--- config.mk ---
export PLATFORM = sky130hd
export DESIGN_NAME = ctm_core
export DESIGN_NICKNAME = d
export VERILOG_FILES = /design/src/inc/ctm_pkg.sv /design/src/core/ctm_core.sv
export SDC_FILE = /design/constraint.sdc
export NUM_CORES = 1
export LEC_CHECK = 0
export BUFFER_PORTS_ARGS = -buffer_cell sky130_fd_sc_hd__buf_4
export CELL_PAD_IN_SITES_DETAIL_PLACEMENT = 0
export CELL_PAD_IN_SITES_GLOBAL_PLACEMENT = 1
export CORE_MARGIN = 4
export CORE_UTILIZATION = 43
export DETAILED_ROUTE_END_ITERATION = 6
export HOLD_SLACK_MARGIN = 0.02
export PLACE_DENSITY = 0.94
export REMOVE_ABC_BUFFERS = 1
export SYNTH_ARGS = -nofsm -noshare
export SYNTH_HDL_FRONTEND = slang
export SYNTH_SLANG_ARGS = --single-unit
--- constraint.sdc ---
create_clock -name mclk_in -period 5.71 [get_ports mclk_in]
set_input_delay 0.8565 -clock mclk_in [delete_from_list [all_inputs] [get_ports mclk_in]]
set_output_delay 0.8565 -clock mclk_in [all_outputs]
set_load 0.01 [all_outputs]
--- src/inc/ctm_pkg.sv ---
// Purpose: Shared constants for the CAN transceiver mode control block.
// Assumes: 125 MHz mclk_in, APB register access with 32-bit data.
// Notes:   Analog levels arrive as already-decided digital indications.
package ctm_pkg;
   localparam int unsigned CLK_MHZ         = 125;
   localparam int unsigned DOM_TIMEOUT_US  = 1000;
   localparam int unsigned DOM_TIMEOUT_CYC = DOM_TIMEOUT_US * CLK_MHZ;
   localparam int unsigned WAKE_FILTER_NS  = 500;
   localparam int unsigned WAKE_FILTER_CYC =
      (WAKE_FILTER_NS * CLK_MHZ + 999) / 1000;
   localparam int unsigned CNT_W           = 18;

   localparam logic [7:0] ADDR_CTRL    = 8'h00;
   localparam logic [7:0] ADDR_STATUS  = 8'h04;
   localparam logic [7:0] ADDR_IRQ_ST  = 8'h08;
   localparam logic [7:0] ADDR_IRQ_EN  = 8'h0c;
   localparam logic [7:0] ADDR_IRQ_CLR = 8'h10;

   localparam int unsigned CTRL_LOWPWR_SEL = 0;
   localparam int unsigned CTRL_SILENT     = 1;
   localparam int unsigned CTRL_USE_LOW_POWER_SELECT_IN   = 2;
   localparam logic [31:0] CTRL_RESET      = 32'h0000_0000;

   localparam int unsigned IRQ_W        = 4;
   localparam int unsigned IRQ_TIMEOUT  = 0;
   localparam int unsigned IRQ_THERMAL  = 1;
   localparam int unsigned IRQ_SHORT    = 2;
   localparam int unsigned IRQ_WAKE     = 3;

   typedef enum logic [1:0] {
      MODE_HIGH_SPEED = 2'b00,
      MODE_SLOPE      = 2'b01,
      MODE_STANDBY    = 2'b10
   } ctm_mode_type;
endpackage : ctm_pkg

--- src/core/ctm_core.sv ---
// Purpose: Mode, transmit, receive and protection control of a CAN
//          transceiver, with APB status, control and interrupt registers.
// Assumes: Analog comparators deliver synchronous digital indications.
// Notes:   Decisions are registered, so pins lag inputs by one cycle.
//
// The APB slave port and the register offsets are this design's own decisions.
`timescale 1ns/1ps
module ctm_core
   import ctm_pkg::*;
#(
   // Benches may shorten the dominant timeout; silicon keeps the default.
   parameter int unsigned DOM_LIMIT_CYC = DOM_TIMEOUT_CYC
)
(
   // Clock and reset
   input  wire logic        mclk_in,
   input  wire logic        rst_in,
   // APB slave
   input  wire logic        psel_in,
   input  wire logic        penable_in,
   input  wire logic        pwrite_in,
   input  wire logic [7:0]  paddr_in,
   input  wire logic [31:0] pwdata_in,
   output logic      [31:0] prdata_out,
   output logic             pready_out,
   output logic             pslverr_out,
   // Controller side
   input  wire logic        txd_in,
   output logic             rxd_out,
   // Mode pins
   input  wire logic [1:0]  mode_select_in,
   input  wire logic        low_power_select_in,
   input  wire logic        silent_in,
   // Analog indications
   input  wire logic        bus_diff_above_in,
   input  wire logic        wake_diff_above_in,
   input  wire logic        over_temp_in,
   input  wire logic        temp_below_hyst_in,
   input  wire logic        short_detect_in,
   // Bus driver controls and interrupt
   output logic             drive_dominant_out,
   output logic             current_limit_out,
   output logic             split_drive_out,
   output logic             slope_mode_out,
   output logic             standby_out,
   output logic             irq_out
);

   logic [31:0]      ctrl_reg;
   logic [IRQ_W-1:0] irq_st_reg;
   logic [IRQ_W-1:0] irq_en_reg;
   logic [CNT_W-1:0] dom_cnt_reg;
   logic [CNT_W-1:0] wake_cnt_reg;
   logic             txd_prev_reg;
   logic             timeout_reg;
   logic             thermal_reg;
   logic             short_prev_reg;
   logic             woke_reg;

   // Mode decode: mode_select_in carries the comparator result of the pin.
   wire ctm_mode_type pin_mode =
      (mode_select_in == 2'b00) ? MODE_HIGH_SPEED :
      (mode_select_in == 2'b01) ? MODE_SLOPE : MODE_STANDBY;
   wire use_low_power_select_in  = ctrl_reg[CTRL_USE_LOW_POWER_SELECT_IN];
   wire standby   = use_low_power_select_in ? (low_power_select_in |
                    ctrl_reg[CTRL_LOWPWR_SEL]) :
                    (pin_mode == MODE_STANDBY);
   wire slope     = !use_low_power_select_in && (pin_mode == MODE_SLOPE);
   wire silent    = silent_in | ctrl_reg[CTRL_SILENT];
   wire txd_rise  = txd_in && !txd_prev_reg;
   wire dom_full  = (dom_cnt_reg == CNT_W'(DOM_LIMIT_CYC - 1));
   wire wake_full = (wake_cnt_reg == CNT_W'(WAKE_FILTER_CYC - 1));
   wire tx_allow  = !standby && !silent && !timeout_reg &&
                    !thermal_reg && !over_temp_in;
   wire timeout_set = !txd_in && dom_full;
   wire thermal_clr = temp_below_hyst_in && txd_rise;
   wire short_fall  = short_prev_reg && !short_detect_in;
   wire wake_set    = standby && wake_diff_above_in && wake_full;
   wire [IRQ_W-1:0] irq_evt = {wake_set && !woke_reg,
                               short_detect_in && !short_prev_reg,
                               over_temp_in && !thermal_reg,
                               timeout_set && !timeout_reg};

   // APB decode: zero wait states; unmapped addresses answer with an error.
   wire apb_acc   = psel_in && penable_in;
   wire apb_wr    = apb_acc && pwrite_in;
   wire hit_ctrl  = paddr_in == ADDR_CTRL;
   wire hit_stat  = paddr_in == ADDR_STATUS;
   wire hit_ist   = paddr_in == ADDR_IRQ_ST;
   wire hit_ien   = paddr_in == ADDR_IRQ_EN;
   wire hit_iclr  = paddr_in == ADDR_IRQ_CLR;
   wire mapped    = hit_ctrl | hit_stat | hit_ist | hit_ien | hit_iclr;
   wire [31:0] status_word = {22'h0, standby, slope, silent, woke_reg,
                              short_detect_in, thermal_reg, timeout_reg,
                              txd_in, bus_diff_above_in, tx_allow};
   wire [31:0] rd_word =
      hit_ctrl ? ctrl_reg :
      hit_stat ? status_word :
      hit_ist  ? {28'h0, irq_st_reg} :
      hit_ien  ? {28'h0, irq_en_reg} : 32'h0;
   wire [IRQ_W-1:0] clr_mask =
      (apb_wr && hit_iclr) ? pwdata_in[IRQ_W-1:0] : '0;

   always_ff @(posedge mclk_in or posedge rst_in) begin
      if (rst_in) begin
         ctrl_reg    <= CTRL_RESET;
         irq_en_reg  <= '0;
         prdata_out  <= 32'h0;
         pready_out  <= 1'b0;
         pslverr_out <= 1'b0;
      end else begin
         if (apb_wr && hit_ctrl) begin
            ctrl_reg <= {29'h0, pwdata_in[2:0]};
         end
         if (apb_wr && hit_ien) begin
            irq_en_reg <= pwdata_in[IRQ_W-1:0];
         end
         pready_out  <= psel_in && !penable_in;
         pslverr_out <= psel_in && !penable_in && !mapped;
         prdata_out  <= (psel_in && !penable_in && !pwrite_in) ?
                        rd_word : 32'h0;
      end
   end

   // Set wins over a clear landing in the same cycle.
   always_ff @(posedge mclk_in or posedge rst_in) begin
      if (rst_in) begin
         irq_st_reg <= '0;
         irq_out    <= 1'b0;
      end else begin
         irq_st_reg <= (irq_st_reg & ~clr_mask) | irq_evt;
         irq_out    <= |(((irq_st_reg & ~clr_mask) | irq_evt) &
                         irq_en_reg);
      end
   end

   // Dominant timeout counter runs only while transmit data is low.
   always_ff @(posedge mclk_in or posedge rst_in) begin
      if (rst_in) begin
         dom_cnt_reg  <= '0;
         txd_prev_reg <= 1'b1;
         timeout_reg  <= 1'b0;
      end else begin
         txd_prev_reg <= txd_in;
         dom_cnt_reg  <= (txd_in || dom_full) ? '0 :
                         dom_cnt_reg + 1'b1;
         if (timeout_set) begin
            timeout_reg <= 1'b1;
         end else if (txd_rise) begin
            timeout_reg <= 1'b0;
         end
      end
   end

   // Thermal latch holds until cool and a rising edge arrives together.
   always_ff @(posedge mclk_in or posedge rst_in) begin
      if (rst_in) begin
         thermal_reg    <= 1'b0;
         short_prev_reg <= 1'b0;
      end else begin
         short_prev_reg <= short_detect_in;
         if (over_temp_in) begin
            thermal_reg <= 1'b1;
         end else if (thermal_clr) begin
            thermal_reg <= 1'b0;
         end
      end
   end

   // Wake filter: dominant must persist across the whole filter window.
   always_ff @(posedge mclk_in or posedge rst_in) begin
      if (rst_in) begin
         wake_cnt_reg <= '0;
         woke_reg     <= 1'b0;
      end else begin
         wake_cnt_reg <= (!standby || !wake_diff_above_in) ? '0 :
                         (wake_full ? wake_cnt_reg :
                          wake_cnt_reg + 1'b1);
         if (!standby) begin
            woke_reg <= 1'b0;
         end else if (wake_set) begin
            woke_reg <= 1'b1;
         end
      end
   end

   // Outputs; short_fall only documents that the limit clears by itself.
   always_ff @(posedge mclk_in or posedge rst_in) begin
      if (rst_in) begin
         drive_dominant_out <= 1'b0;
         current_limit_out  <= 1'b0;
         split_drive_out    <= 1'b0;
         slope_mode_out     <= 1'b0;
         standby_out        <= 1'b0;
         rxd_out            <= 1'b1;
      end else begin
         drive_dominant_out <= tx_allow && !txd_in && !timeout_set;
         current_limit_out  <= short_detect_in && !short_fall;
         split_drive_out    <= !standby;
         slope_mode_out     <= slope;
         standby_out        <= standby;
         rxd_out            <= standby ? !(wake_set || woke_reg) :
                               !bus_diff_above_in;
      end
   end
endmodule : ctm_core

# After elaboration in Yosys (flattened, before gate mapping)
# Cells that the tools add are included.
[word_totals] elab_cells=115 output_inout_bits=41 in_bits=55 register_bits=71
[op_classes] bitwise_logic=10 reduce_logical=53 n_eq_ne=11 n_mux=19 add_sub_neg=2
[op_table] operator="$mux W18" count=3
[op_table] operator="$add A18 B1 Y18 const B" count=2
[op_table] operator="$mux W10" count=3
[op_table] operator="$logic_and A1 B1 Y1" count=26
[op_table] operator="$logic_not A1 Y1" count=19
[op_table] operator="$eq A18 B17 Y1 const B" count=1
[op_table] operator="$eq A18 B6 Y1 const B" count=1
[op_table] operator="$eq A8 B4 Y1 const B" count=2
[op_table] operator="$mux W4" count=3
[op_table] operator="$and A4 B4 Y4" count=2
[op_table] operator="$eq A8 B3 Y1 const B" count=1
[op_table] operator="$eq A8 B5 Y1 const B" count=1
[op_table] operator="$logic_not A8 Y1" count=1
[op_table] operator="$mux W1" count=8
[op_table] operator="$or A1 B1 Y1" count=6
[op_table] operator="$eq A2 B1 Y1 const B" count=2
[op_table] operator="$mux W2" count=2
[op_table] operator="$ne A2 B1 Y1 const B" count=2
[op_table] operator="$not A4 Y4" count=1
[op_table] operator="$or A4 B4 Y4" count=1
[op_table] operator="$reduce_bool A2 Y1" count=2
[op_table] operator="$reduce_or A4 Y1" count=1
[op_table] operator="$logic_or A1 B1 Y1" count=3
[op_table] operator="$eq A2 B2 Y1 const B" count=1
[op_table] operator="$logic_not A2 Y1" count=1

# Logic depth before layout (Yosys ltp)
[logic_depth] depth_word=13 mapped_depth=8 mapped_depth_nobuf=7

# Worst setup path after synthesis
# Ideal clock, no wire load.
[synth_timing] path_type="input-to-reg" from="in paddr_in[1]" to="reg irq_out" setup_time_ps=126 required_ps=5584 cell_stages=5 n_path_buf=0 path_slack_ps=3472 t_arrival_ps=2112 path_cell_list="or3_4 -> nor4_2 -> nand2_1 -> a22o_1 -> a221o_1"
[synth_between] elab_chain_cells=8
[synth_rtl] element="start, declared" line="ctm_core.sv:22" text="input wire logic [7:0] paddr_in,"
[synth_rtl] element="$eq A8 B5 Y1" line="ctm_core.sv:91" text="wire hit_iclr = paddr_in == ADDR_IRQ_CLR;"
[synth_rtl] element="$logic_and A1 B1 Y1" line="ctm_core.sv:102" text="(apb_wr && hit_iclr) ? pwdata_in[IRQ_W-1:0] : '0;"
[synth_rtl] element="$mux W4" line="ctm_core.sv:102"
[synth_rtl] element="$not A4 Y4" line="ctm_core.sv:132" text="irq_out <= |(((irq_st_reg & ~clr_mask) | irq_evt) &"
[synth_rtl] element="$and A4 B4 Y4" line="ctm_core.sv:132"
[synth_rtl] element="$or A4 B4 Y4" line="ctm_core.sv:132"
[synth_rtl] element="$and A4 B4 Y4" line="ctm_core.sv:132"
[synth_rtl] element="$reduce_or A4 Y1" line="ctm_core.sv:132"
[synth_rtl] element="end signal, assigned" line="ctm_core.sv:132"
[synth_rtl] element="end, declared" line="ctm_core.sv:46" text="output logic irq_out"
# Every way passes these cells.
# A chain may end at the register's enable or synchronous reset.

# Final worst setup path
# Same ends and word-level chain as after synthesis.

==> results.toml <==
[status]
status = "completed"

[grt]
grt_use_total_pct = 14.3
grt_pass1_wl_um = 11000
antenna_found_initial = 0
grt-ovfl-total = 0
grt_pass1_vias = 2360
grt_max_degree = 72

[clock_network]
root_buffer = "clkbuf_8"
post_cts.repair.setup_buffers = 0
insertion_delay_ns = 0.34
clk_pin_slew_ns = 0.07
cts_resized = 0
numCtsBuffers = 9
cts_tree = "yes"
hold_buffers = 0
clk_path_buf_depth = 2
cts_max_level = 3
clock_sinks = 71

[logic_synthesis]
yosys_most_used_dff = "dfrtp_1"
syn_inst = 335
yosys.area.top_type = "dfrtp_1"
synth_edf_count = 0
ys_async_sr_fraction_pct = 100
synth_area_um2 = 3440
synthTopCellsByCount = "69 x dfrtp_1, 48 x nor2_1, 22 x buf_4, 16 x nand2_1, 16 x nand3_1"
synth_top_area_share_pct = 50.1
synth_area_per_cell_um2 = 10.3
synthDistinctLibCells = 50
synthTopCellsByArea = "dfrtp_1 50%, nor2_1 5.2%, buf_4 4.8%, xnor2_1 3.8%, xor2_1 3.8%"
yosysMostFrequentCell = "dfrtp_1"
ys.warnings.count = 0
ys_ff_latch = 71
ys_seq_area_share_pct = 51.7

[placed_design]
numPlacedInstances = 475
gp_congestion = 0.794
dp_hpwl_um = 4670
io_buffers = 45

[critical_path]
startpoint_type = "primary input"
cp-startpoint = "paddr_in[1]"
r2r_start = "wake_cnt_reg[0]"
required_ns = 5.93
critPathKind = "primary input to flop"
r2r-end = "wake_cnt_reg[4]"
r2r_slack_ns = 3.54
arrival_ns = 2.41
r2r_cells = 7
cp-end-kind = "flop"
path_max_fanout = 5

[power_and_ir_drop]
peakVddDrop_uv = 97.6
p_leak_uw = 0.00181
p_per_area_nw_per_um2 = 237

[die]
coreArea_um2 = 7770
die_y_um = 97.5
fp.dieW_um = 97.5
std_cell_rows = 32
dieArea_um2 = 9500
ioPinCount = 96
start_util_pct = 44.3

[final_layout]
layout.nets = 442
n_fill_cell = 687
drive_gt1_share_pct = 19.5
antennaDiodeCount = 0
areaGrowthSynthToFinish_pct = 14.9
stdcell_count = 491

[job]
timing.max_cap.violations = 0

[sta]
fin_skew_ns = 0.00808
min_period_ns = 2.19
tightest_slew_ns = 0.865
hold_viol = 0
max_freq_mhz = 457
totalNegativeSetupSlack_ns = 0
fin_crit_sh_pct = 38.4
rsz0062_at_grt = "false"
setup_violations = 0
slew_headroom_pct = 42.3
slew_viol_final = 0

[detailed_routing]
firstDrtPassIters = 4
drc = 0
drt_iter0_markers = 126
routed_via_density = 4.99
num_vias = 2448
drt-total-wl_um = 6450
route.antenna.remaining_nets = 0
wire_per_inst_um = 13.1

[worst_hold_path]
hold_start = "short_prev_reg"
whs_path_depth = 1
whs_endpoint = "irq_st_reg[2]"
hold_path.class = "flop to flop"
-- cell families after synthesis --
logic type / Yosys count / synth area share (%)
adder cells (fa/ha/maj): 3 / 1.09
AO/OA/AOI/OAI: 30 / 5.85
AND/OR/NAND/NOR: 146 / 22.5
other: 1 / 0.109
multiplexers: 11 / 3.49
flip-flops: 71 / 51.7
XOR/XNOR: 30 / 7.63
buffers and inverters: 43 / 7.63
-- final cells by class --
class                      count  area, um2  share of cell area, %
tap                          102        128                   3.23
clock buffer                  15        166                   4.21
inverter                      14       52.6                   1.33
sequential                    71       1780                   45.0
timing repair buffer          46        345                   8.73
multi-input combinational    242       1480                   37.4
clock inverter                 1       5.00                  0.127
-- power breakdown --
| group | internal, uW | leakage [uW] | switching [uW] |
|---|---|---|---|
| Sequential | 512 | 0.000948 | 6.29 |
| Combinational | 26.9 | 0.000776 | 41.8 |
| Clock | 182 | 0.0000877 | 169 |
-- routing by layer --
| metal | track usage (%) | vias to the layer above | share of wire [%] |
|---|---|---|---|
| li1 | - | 1203 | - |
| met1 | 17.7 | 1153 | 45 |
| met3 | 4.88 | 8 | 7.3 |
| met4 | 6.28 | 0 | 1.9 |
| met2 | 22.5 | 84 | 46 |
| met5 | 0 | - | 0 |
-- critical path: stages --
cell and delay, ns:
buf_4 0.11, or3_4 0.41, nor4_2 0.39, nand2_1 0.09, a22o_1 0.21, a221o_1 0.34
-- how the worst max path moves through the flow --
stage                            endpoint  slack (ns)  cells past startpoint
after global routing      wake_cnt_reg[4]        3.33                      7
after CTS                         irq_out        3.51                      6
after global placement            irq_out        3.19                      6
after floorplan               ctrl_reg[0]        3.06                      1
final                             irq_out        3.52                      6
after detailed placement          irq_out        3.15                      6
-- stage by stage --
step                instance area [um2]  hold WS [ns]  setup slack (ns)  utilization, %  power (uW)
finish                             3960         0.478              3.52            50.9         938
global route                       3960         0.513              3.33            50.9         981
CTS                                3960         0.485              3.51            50.9         950
detailed placement                 3780         0.478              3.15            48.7         597
global placement                   3780         0.463              3.19            48.7         596
floorplan                          3310         0.429              3.06               -         564
-- cell usage in the layout, fill, tap and decap left out, types with 11 or more instances in the layout --
cell / synthesis / final
buf_4: 22 / 46
xor2_1: 15 / 15
nor2_1: 48 / 48
xnor2_1: 15 / 15
nor3_1: 13 / 13
nand2_1: 16 / 16
clkbuf_8: 0 / 11
nand3_1: 16 / 16
conb_1: 1 / 22
inv_1: 14 / 13
dfrtp_1: 69 / 69
No activity file was read; power rests on OpenSTA's default activity.
